$ cat config.mk
export PLATFORM = sky130hd
export DESIGN_NAME = spi_flash_wel_id_status_logic
export DESIGN_NICKNAME = d
export VERILOG_FILES = /design/src/logic/spi_flash_pkg.sv /design/src/logic/byte_skid_buffer.sv /design/src/logic/spi_flash_wel_id_status_logic.sv
export VERILOG_INCLUDE_DIRS = /design/src /design/src/logic
export SDC_FILE = /design/constraint.sdc
export NUM_CORES = 1
export LEC_CHECK = 0
export ABC_AREA = 1
export CAP_MARGIN = 20
export CORE_MARGIN = 5
export CORE_UTILIZATION = 30
export CTS_CLUSTER_DIAMETER = 50
export CTS_CLUSTER_SIZE = 25
export DETAILED_ROUTE_END_ITERATION = 8
export DONT_BUFFER_PORTS = 1
export GPL_ROUTABILITY_DRIVEN = 0
export PLACE_DENSITY = 0.43
export SYNTH_ARGS = -nofsm -noshare
export SYNTH_HDL_FRONTEND = slang
export SYNTH_HIERARCHICAL = 1
export SYNTH_SLANG_ARGS = --single-unit
$ cat constraint.sdc
create_clock -name mclk_i -period 4.9 [get_ports mclk_i]
set_input_delay 1.225 -clock mclk_i [delete_from_list [all_inputs] [get_ports mclk_i]]
set_output_delay 1.225 -clock mclk_i [all_outputs]
set_load 0.005 [all_outputs]
$ cat src/logic/spi_flash_consts.svh
/*
 Constants of the serial flash command logic: instruction codes, status
 byte layout, identification bytes, byte counts and busy timing.
 Assumes inclusion by bare name from files under logic/.
*/
`ifndef SPI_FLASH_CONSTS_SVH
`define SPI_FLASH_CONSTS_SVH

// ----------------------------------------
// Instruction codes
// ----------------------------------------
`define OPC_WRITE_ENABLE 8'h06
`define OPC_WRITE_DISABLE 8'h04
`define OPC_READ_ID 8'h9f
`define OPC_READ_STATUS 8'h05
`define OPC_WRITE_STATUS 8'h01
`define OPC_PAGE_PROGRAM 8'h02
`define OPC_SECTOR_WIPE 8'hd8
`define OPC_BULK_ERASE 8'hc7

// ----------------------------------------
// Status byte layout and reset values
// ----------------------------------------
`define SR_BUSY_BIT 0
`define SR_LATCH_BIT 1
`define SR_BP_LSB 2
`define SR_BP_MSB 4
`define SR_LOCK_BIT 7
`define SR_BP_RESET 3'h0
`define SR_LOCK_RESET 1'h0

// ----------------------------------------
// Identification readout
// ----------------------------------------
`define ID_IDX_MANUF 5'h00
`define ID_IDX_TYPE 5'h01
`define ID_IDX_CAP 5'h02
`define ID_IDX_LEN 5'h03
`define ID_IDX_CUSTOM 5'h04
`define ID_TOTAL 5'h14
`define ID_LEN_BYTE 8'h10
`define CUSTOM_BLANK 8'h00

// ----------------------------------------
// Byte counts at chip select release
// ----------------------------------------
`define LEN_SINGLE 3'h1
`define LEN_STATUS_WR 3'h2
`define LEN_SECTOR 3'h4
`define LEN_PAGE_MIN 3'h5
`define LEN_SAT 3'h7

// ----------------------------------------
// Pins and timing
// ----------------------------------------
`define PINS_IDLE 4'h9
`define CLK_PERIOD_NS 10
`define BUSY_TIME_NS 20000
`define BUSY_CYCLES (`BUSY_TIME_NS / `CLK_PERIOD_NS)

`endif

$ cat src/logic/spi_flash_pkg.sv
/*
 Types shared by the serial flash command logic.
 Assumes the constants header is compiled alongside.
*/
package spi_flash_pkg;

	typedef enum logic [4:0] {
		ST_IDLE = 5'b00001,
		ST_CMD  = 5'b00010,
		ST_OUT  = 5'b00100,
		ST_IN   = 5'b01000,
		ST_SKIP = 5'b10000
	} link_state_t;

	typedef enum logic [1:0] {
		OP_STATUS  = 2'h0,
		OP_PROGRAM = 2'h1,
		OP_SECTOR  = 2'h2,
		OP_BULK    = 2'h3
	} op_kind_t;

	typedef struct packed {
		logic valid;
		op_kind_t kind;
		logic [23:0] addr;
	} op_start_t;

	typedef struct packed {
		logic cs_b;
		logic sclk;
		logic mosi;
		logic wp_b;
	} spi_pins_t;

endpackage

$ cat src/logic/byte_skid_buffer.sv
/*
 Two-entry buffer with valid and ready on both sides and a flush.
 Assumes one clock domain and a flush only between transfers.
*/
`timescale 1ns/1ps
`default_nettype none

module byte_skid_buffer #(
	parameter int WIDTH = 8
) (
	// Clock and reset
	input wire logic mclk_i,
	input wire logic rst_b_i,
	input wire logic flush_i,
	// Filling side
	input wire logic in_valid_i,
	input wire logic [WIDTH-1:0] in_data_i,
	output logic in_ready_o,
	// Draining side
	input wire logic out_ready_i,
	output logic out_valid_o,
	output logic [WIDTH-1:0] out_data_o
);

	logic [WIDTH-1:0] mem_q [2];
	logic wr_q;
	logic rd_q;
	logic [1:0] count_q;
	logic push;
	logic pop;

	assign in_ready_o = (count_q != 2'h2);
	assign out_valid_o = (count_q != 2'h0);
	assign out_data_o = mem_q[rd_q];
	assign push = in_valid_i & in_ready_o;
	assign pop = out_valid_o & out_ready_i;

	always_ff @(posedge mclk_i)
	begin
		if (push)
		begin
			mem_q[wr_q] <= in_data_i;
		end
	end

	always_ff @(posedge mclk_i or negedge rst_b_i)
	begin
		if (!rst_b_i)
		begin
			wr_q <= 1'b0;
			rd_q <= 1'b0;
			count_q <= 2'h0;
		end
		else if (flush_i)
		begin
			wr_q <= 1'b0;
			rd_q <= 1'b0;
			count_q <= 2'h0;
		end
		else
		begin
			if (push)
			begin
				wr_q <= ~wr_q;
			end
			if (pop)
			begin
				rd_q <= ~rd_q;
			end
			count_q <= count_q + {1'b0, push} - {1'b0, pop};
		end
	end

endmodule

`default_nettype wire

$ cat src/logic/spi_flash_wel_id_status_logic.sv
/*
 Command logic of a serial flash: write enable latch, identification
 readout, status read and protection bits, with a timed busy cycle.
 Assumes SPI mode 0 pins from outside, sampled by mclk_i, and array
 logic on mclk_i that reports protection of the captured address.
*/
`timescale 1ns/1ps
`default_nettype none
`include "spi_flash_consts.svh"

module spi_flash_wel_id_status_logic
	import spi_flash_pkg::*;
#(
	parameter int unsigned BUSY_CYCLES = `BUSY_CYCLES,
	parameter logic [7:0] MANUF_CODE = 8'ha5,   // Arbitrary value
	parameter logic [7:0] TYPE_CODE = 8'h3c,    // Arbitrary value
	parameter logic [7:0] CAP_CODE = 8'h18,     // Arbitrary value
	parameter logic [127:0] CUSTOM_DATA = {16{`CUSTOM_BLANK}}
) (
	// Clock and reset
	input wire logic mclk_i,
	input wire logic rst_b_i,
	// Serial link pins
	input wire logic cs_b_i,
	input wire logic sclk_i,
	input wire logic mosi_i,
	input wire logic wp_b_i,
	output logic miso_o,
	output logic miso_oe_o,
	// Array side
	input wire logic prot_hit_i,
	output logic [23:0] target_addr_o,
	output op_start_t op_start_o,
	output logic [7:0] status_o
);

	// ----------------------------------------
	// Pin synchronisers and edges
	// ----------------------------------------
	spi_pins_t pins_in;
	spi_pins_t meta_q;
	spi_pins_t sync_q;
	spi_pins_t prev_q;
	logic sclk_rise;
	logic sclk_fall;
	logic cs_rise;
	logic cs_fall;
	logic hardware_protected_mode;

	assign pins_in = '{cs_b: cs_b_i, sclk: sclk_i, mosi: mosi_i, wp_b: wp_b_i};

	always_ff @(posedge mclk_i or negedge rst_b_i)
	begin
		if (!rst_b_i)
		begin
			meta_q <= `PINS_IDLE;
			sync_q <= `PINS_IDLE;
			prev_q <= `PINS_IDLE;
		end
		else
		begin
			meta_q <= pins_in;
			sync_q <= meta_q;
			prev_q <= sync_q;
		end
	end

	assign sclk_rise = sync_q.sclk & ~prev_q.sclk & ~sync_q.cs_b;
	assign sclk_fall = ~sync_q.sclk & prev_q.sclk & ~sync_q.cs_b;
	assign cs_rise = sync_q.cs_b & ~prev_q.cs_b;
	assign cs_fall = ~sync_q.cs_b & prev_q.cs_b;

	// ----------------------------------------
	// Status state
	// ----------------------------------------
	link_state_t state_q;
	logic wel_q;
	logic busy_q;
	logic lock_q;
	logic [2:0] bp_q;
	logic [15:0] cnt_q;
	op_kind_t kind_q;
	logic [7:0] pend_sr_q;
	logic busy_done;
	logic [7:0] status_now;

	function automatic logic [7:0] status_pack(input logic lock, input logic [2:0] bp,
		input logic wel, input logic busy);
		logic [7:0] s;
		s = 8'h00;
		s[`SR_LOCK_BIT] = lock;
		s[`SR_BP_MSB:`SR_BP_LSB] = bp;
		s[`SR_LATCH_BIT] = wel;
		s[`SR_BUSY_BIT] = busy;
		return s;
	endfunction

	assign hardware_protected_mode = lock_q & ~sync_q.wp_b;
	assign busy_done = busy_q & (cnt_q == 16'h0000);
	assign status_now = status_pack(lock_q, bp_q, wel_q, busy_q);

	// ----------------------------------------
	// Receive shifter and opcode decode
	// ----------------------------------------
	logic [7:0] rx_sh_q;
	logic [7:0] rx_byte;
	logic [2:0] bit_q;
	logic [2:0] byte_q;
	logic [7:0] opcode_q;
	logic [23:0] addr_q;
	logic [7:0] wr_data_q;
	logic byte_end;
	link_state_t cmd_next;
	logic to_out;

	assign rx_byte = {rx_sh_q[6:0], sync_q.mosi};
	assign byte_end = sclk_rise & (bit_q == 3'h7);

	always_comb
	begin
		cmd_next = ST_SKIP;
		if (rx_byte == `OPC_READ_STATUS)
		begin
			cmd_next = ST_OUT;
		end
		else if (!busy_q)
		begin
			case (rx_byte)
				`OPC_READ_ID: cmd_next = ST_OUT;
				`OPC_WRITE_ENABLE, `OPC_WRITE_DISABLE, `OPC_WRITE_STATUS,
				`OPC_PAGE_PROGRAM, `OPC_SECTOR_WIPE, `OPC_BULK_ERASE: cmd_next = ST_IN;
				default: cmd_next = ST_SKIP;
			endcase
		end
	end

	assign to_out = byte_end & (state_q == ST_CMD) & (cmd_next == ST_OUT);

	always_ff @(posedge mclk_i or negedge rst_b_i)
	begin
		if (!rst_b_i)
		begin
			state_q <= ST_IDLE;
		end
		else if (cs_rise)
		begin
			state_q <= ST_IDLE;
		end
		else if (cs_fall)
		begin
			state_q <= ST_CMD;
		end
		else if (byte_end && state_q == ST_CMD)
		begin
			state_q <= cmd_next;
		end
	end

	always_ff @(posedge mclk_i or negedge rst_b_i)
	begin
		if (!rst_b_i)
		begin
			rx_sh_q <= 8'h00;
			bit_q <= 3'h0;
			byte_q <= 3'h0;
			opcode_q <= 8'h00;
			addr_q <= 24'h000000;
			wr_data_q <= 8'h00;
		end
		else if (cs_fall)
		begin
			bit_q <= 3'h0;
			byte_q <= 3'h0;
		end
		else if (sclk_rise)
		begin
			rx_sh_q <= rx_byte;
			bit_q <= bit_q + 3'h1;
			if (byte_end && byte_q != `LEN_SAT)
			begin
				byte_q <= byte_q + 3'h1;
			end
			if (byte_end && byte_q == 3'h0)
			begin
				opcode_q <= rx_byte;
			end
			if (byte_end && state_q == ST_IN && byte_q != 3'h0 && byte_q < `LEN_SECTOR)
			begin
				addr_q <= {addr_q[15:0], rx_byte};
			end
			if (byte_end && state_q == ST_IN && byte_q == 3'h1)
			begin
				wr_data_q <= rx_byte;
			end
		end
	end

	// ----------------------------------------
	// Execution at chip select release
	// ----------------------------------------
	logic at_boundary;
	logic do_write_enable_cmd;
	logic do_write_disable_cmd;
	logic start_sr;
	logic start_pp;
	logic start_se;
	logic start_be;
	logic start_any;

	assign at_boundary = cs_rise & (state_q == ST_IN) & (bit_q == 3'h0);
	assign do_write_enable_cmd = at_boundary & (opcode_q == `OPC_WRITE_ENABLE) & (byte_q == `LEN_SINGLE);
	assign do_write_disable_cmd = at_boundary & (opcode_q == `OPC_WRITE_DISABLE) & (byte_q == `LEN_SINGLE);
	assign start_sr = at_boundary & (opcode_q == `OPC_WRITE_STATUS) &
		(byte_q == `LEN_STATUS_WR) & wel_q & ~hardware_protected_mode;
	assign start_pp = at_boundary & (opcode_q == `OPC_PAGE_PROGRAM) &
		(byte_q >= `LEN_PAGE_MIN) & wel_q & ~prot_hit_i;
	assign start_se = at_boundary & (opcode_q == `OPC_SECTOR_WIPE) &
		(byte_q == `LEN_SECTOR) & wel_q & ~prot_hit_i;
	assign start_be = at_boundary & (opcode_q == `OPC_BULK_ERASE) &
		(byte_q == `LEN_SINGLE) & wel_q & (bp_q == 3'h0);
	assign start_any = start_sr | start_pp | start_se | start_be;

	always_ff @(posedge mclk_i or negedge rst_b_i)
	begin
		if (!rst_b_i)
		begin
			wel_q <= 1'b0;
		end
		else if (busy_done || do_write_disable_cmd)
		begin
			wel_q <= 1'b0;
		end
		else if (do_write_enable_cmd)
		begin
			wel_q <= 1'b1;
		end
	end

	// Busy timer stands in for the array cycle, whose length is not modelled
	always_ff @(posedge mclk_i or negedge rst_b_i)
	begin
		if (!rst_b_i)
		begin
			busy_q <= 1'b0;
			cnt_q <= 16'h0000;
			kind_q <= OP_STATUS;
			pend_sr_q <= 8'h00;
		end
		else if (start_any)
		begin
			busy_q <= 1'b1;
			cnt_q <= 16'(BUSY_CYCLES - 1);
			kind_q <= start_sr ? OP_STATUS : start_pp ? OP_PROGRAM :
				start_se ? OP_SECTOR : OP_BULK;
			pend_sr_q <= wr_data_q;
		end
		else if (busy_done)
		begin
			busy_q <= 1'b0;
		end
		else if (busy_q)
		begin
			cnt_q <= cnt_q - 16'h0001;
		end
	end

	// Reset value stands for the stored non-volatile contents
	always_ff @(posedge mclk_i or negedge rst_b_i)
	begin
		if (!rst_b_i)
		begin
			lock_q <= `SR_LOCK_RESET;
			bp_q <= `SR_BP_RESET;
		end
		else if (busy_done && kind_q == OP_STATUS)
		begin
			lock_q <= pend_sr_q[`SR_LOCK_BIT];
			bp_q <= pend_sr_q[`SR_BP_MSB:`SR_BP_LSB];
		end
	end

	always_ff @(posedge mclk_i or negedge rst_b_i)
	begin
		if (!rst_b_i)
		begin
			op_start_o <= '0;
			status_o <= 8'h00;
		end
		else
		begin
			op_start_o.valid <= start_any;
			op_start_o.kind <= start_sr ? OP_STATUS : start_pp ? OP_PROGRAM :
				start_se ? OP_SECTOR : OP_BULK;
			op_start_o.addr <= addr_q;
			status_o <= status_now;
		end
	end

	assign target_addr_o = addr_q;

	// ----------------------------------------
	// Byte source, buffer and serializer
	// ----------------------------------------
	logic src_active_q;
	logic src_id_q;
	logic [4:0] idx_q;
	logic [7:0] push_data;
	logic buf_in_ready;
	logic buf_out_valid;
	logic [7:0] buf_out_data;
	logic pop;
	logic [2:0] out_bit_q;
	logic [7:0] out_sh_q;
	logic [7:0] next_byte;

	function automatic logic [7:0] id_byte(input logic [4:0] idx);
		logic [7:0] b;
		logic [3:0] k;
		b = `CUSTOM_BLANK;
		k = 4'(idx - `ID_IDX_CUSTOM);
		if (idx == `ID_IDX_MANUF)
			b = MANUF_CODE;
		else if (idx == `ID_IDX_TYPE)
			b = TYPE_CODE;
		else if (idx == `ID_IDX_CAP)
			b = CAP_CODE;
		else if (idx == `ID_IDX_LEN)
			b = `ID_LEN_BYTE;
		else if (idx < `ID_TOTAL)
			b = CUSTOM_DATA[{~k, 3'b000} +: 8];
		return b;
	endfunction

	// Buffered status may lag the live bits by up to two bytes
	assign push_data = src_id_q ? id_byte(idx_q) : status_now;

	always_ff @(posedge mclk_i or negedge rst_b_i)
	begin
		if (!rst_b_i)
		begin
			src_active_q <= 1'b0;
			src_id_q <= 1'b0;
			idx_q <= 5'h00;
		end
		else if (cs_rise)
		begin
			src_active_q <= 1'b0;
		end
		else if (to_out)
		begin
			src_active_q <= 1'b1;
			src_id_q <= (rx_byte == `OPC_READ_ID);
			idx_q <= 5'h00;
		end
		else if (src_active_q && buf_in_ready && src_id_q && idx_q != `ID_TOTAL)
		begin
			idx_q <= idx_q + 5'h01;
		end
	end

	assign pop = sclk_fall & (state_q == ST_OUT) & (out_bit_q == 3'h0);
	assign next_byte = buf_out_valid ? buf_out_data : 8'h00;

	byte_skid_buffer #(.WIDTH(8)) u_out_buf (
		.mclk_i(mclk_i),
		.rst_b_i(rst_b_i),
		.flush_i(cs_rise | to_out),
		.in_valid_i(src_active_q),
		.in_data_i(push_data),
		.in_ready_o(buf_in_ready),
		.out_ready_i(pop),
		.out_valid_o(buf_out_valid),
		.out_data_o(buf_out_data)
	);

	always_ff @(posedge mclk_i or negedge rst_b_i)
	begin
		if (!rst_b_i)
		begin
			out_bit_q <= 3'h0;
			out_sh_q <= 8'h00;
			miso_o <= 1'b0;
			miso_oe_o <= 1'b0;
		end
		else if (cs_rise || cs_fall)
		begin
			out_bit_q <= 3'h0;
			miso_o <= 1'b0;
			miso_oe_o <= 1'b0;
		end
		else if (sclk_fall && state_q == ST_OUT)
		begin
			out_bit_q <= out_bit_q + 3'h1;
			miso_oe_o <= 1'b1;
			if (out_bit_q == 3'h0)
			begin
				miso_o <= next_byte[7];
				out_sh_q <= {next_byte[6:0], 1'b0};
			end
			else
			begin
				miso_o <= out_sh_q[7];
				out_sh_q <= {out_sh_q[6:0], 1'b0};
			end
		end
	end
endmodule

`default_nettype wire

==> results.md <==
- Status: completed
- Post-route ant nets: 0
- Detail Placement HPWL: 10.5 mm
- Syn avg cell area: 9.46 um2
- Core area: roughly 23000 um2
- Fmax: 0.382 GHz
- RSZ-0062 raised after global routing: false
- Slew Limit Fails: 0
- WP data required: 5.22 ns
- Layout cells sized above 1: 9.72%
- Slew margin rel.: 40.5%
- CP endpoint kind: register
- Largest family of logic cells by synthesized area: simple AND/OR/NAND/NOR gates
- Hold Path Class: register to register
- Die H: 164 um
- Clk slew on worst S/H paths: approximately 0.07 ns
- Vias in the first global route: 4818
- Hold-fix buffers, CTS: 0
- CTS tree: done
- Post-Syn Area: 7100 um2
- Filler instances: 2455
- H-tree Lvls: 4
- Final Hold Viols: 0
- Commonest non-fill, non-tap cells in the layout: 162 x nand2_1, 142 x dfrtp_1, 106 x inv_1
- Worst-Margin Slew: 0.889 ns
- Clock buffer depth: 2
- Largest area contributor in the synthesized netlist: dfrtp_1
- Crit Path Max Fanout: 47
- Final Skew: 0.0208 ns
- Via count: about 4800
- CTS sink cnt: 164
- HP Start: meta_q[2]
- Leakage: about 3.8 nW
- Post-cts sizing count: 0
- Max-cap check violation count: 0
- Post-synthesis mux area share: 0.300%
- Root Driver: clkbuf_16
- Die area: 26800 um2
- Pre-CTS setup slack: between 2 and 2.5 ns
- Placed insts: 1059
- Wire per inst: 13.7 um
- Final setup vio count: 0
- Synth Area in XOR/XNOR: less than 1%
- Post-CTS Setup Inserts: 0
- Fraction of the yosys area taken by sequential cells: 59.1%
- Post-Synth Adder-Cell Area: 3.35%
- Fin crit period: between 2 and 3 ns
- Port Buffer Count: 0
- Total Wirelength: 15.0 mm
- GRT Overall Usage: between 10% and 20%
- DRT Pass-1 Iters: 4
- Crit Path Class: register to register
- Hold path cells: 0
- Setup TNS: 0 ns
- Starting Density: 30.3%
- Initial antenna violation count: 0
- Via density: about 4.4
- Number of distinct library cells after synthesis: 47
- Startpoint Class: register
- Total global routing overflow: 0
- Largest net degree at the start of global routing: 149
- Skew-Pair Late Insertion Delay: 0.43 ns
- Most common cell after layout, fill and taps aside: nand2_1
- Depth of the most critical reg-to-reg path: 5
- Die width: 164 um
- Boundary pin count: 68
- VDD IR max: 190 uV
- TritonCTS buffer count: 17
- Min Hold Slack: ~0.36 ns
- Initial DRC Count: 254
- # DRC: 0
- Nets: 785
- Worst r2r dst: target_addr_o[0]
- Complex-gate fraction of the synthesized area: 8.76%
- Pwr/cell area: 354 nW/um2
- Top post-synthesis cells by area: dfrtp_1 50%, nand2_1 8.6%, edfxtp_1 6.8%
- Num rows: 56
- Total Power: 2.83 mW
- FF+latch count, synth: 164
- Synth Warn #: 6
- Crit share post-route: 53.4%
- Cells after Synth: 750
- Hold EP: sync_q[2]
- Post-Layout Cell Count: 1091
- FF-to-FF setup slack: around 2.3 ns
- Post-Synth Simple-Gate Area: 20.9%
- PnR worst setup slack: 2.28 ns
- Critical path arrival: 2.93 ns
- Antenna cell count: 0
- Share of the synthesized area in the top cell type: 50.1%
- Reg2reg start: sync_q[3]
- Syn-to-layout area delta: 12.6%
- First-pass GRT wire length: 25.1 mm
flip-flops by register name, summed over array words and instances, names as in the netlist, 2 cells and up:
signal,count
op_start_o,27
meta_q,4
pend_sr_q,4
out_bit_q,3
u_out_buf/mem_q,16
prev_q,2
sync_q,3
u_out_buf/count_q,2
wr_data_q,4
bit_q,3
bp_q,3
rx_sh_q,7
target_addr_o,24
state_q,5
out_sh_q,7
opcode_q,8
idx_q,5
status_o,6
byte_q,3
kind_q,2
cnt_q,16
report_power, final:
part	switching, mW	internal (mW)
Clock	0.588	0.729
Sequential	0.0241	1.40
Combinational	0.0674	0.0267
worst max path at each step:
stage | from | end | cells past startpoint
after floorplan | prot_hit_i | pend_sr_q[2] | 9
after global placement | prot_hit_i | cnt_q[1] | 7
after detailed placement | prot_hit_i | cnt_q[3] | 7
after CTS | sync_q[3] | target_addr_o[0] | 5
after global routing | sync_q[3] | target_addr_o[0] | 5
final | sync_q[3] | target_addr_o[0] | 5
area by class of cell:
cell class,count,area (um2),area share [%]
Sequential cell,164,4190,52.4
Multi-Input combinational cell,466,2410,30.1
Clock buffer,18,439,5.49
Inverter,110,415,5.20
Tap cell,319,399,4.99
Clock inverter,14,140,1.75
cells in the mapped netlist (all sizes together):
master / number
edfxtp: 16
mux2i: 1
inv: 110
a31oi: 2
and3: 2
nor4: 5
dfstp: 6
conb: 1
o221a: 1
a32oi: 1
nor3: 13
nand3: 45
nand3b: 2
a22oi: 1
o22ai: 2
o211ai: 2
o21a: 1
mux2: 1
a22o: 1
a21oi: 18
ha: 19
o31ai: 1
buf: 9
dfrtp: 142
clkbuf: 4
xor2: 3
o21ai: 82
nand2: 171
nor2: 75
nand4: 13
critical path: stages, from the launching register on:
cell and delay [ns]:
dfstp_2 0.56, inv_1 0.06, ha_1 0.26, nor2_4 0.41
nand3_2 0.71, mux2_2 0.52
layer usage:
layer  track usage, %  part of all wire, %  vias to the layer above
met1             15.4                   47                     2327
met3             3.49                  3.4                        6
met5                0                    0                        -
met4             3.20                 0.57                        0
li1                 -                    -                     2438
met2             19.1                   49                       58
stage by stage:
stage | cell area, um2 | util (%)
after global routing | 7990 | 34.2
after detailed placement | 7410 | 31.7
after global placement | 7410 | 31.7
after CTS | 7990 | 34.2
after floorplan | 7110 | -
final | 7990 | 34.2
logic make-up (layout without fill, tap and decap cells):
kind of cell,Yosys count,in the layout
simple gates,326,326
flops,164,164
buf+inv,123,142
compound gates,112,112
fa+ha+maj,19,19
xor+xnor,3,3
mux,2,2
other cells,1,4
(Power assumes the default switching activity.)
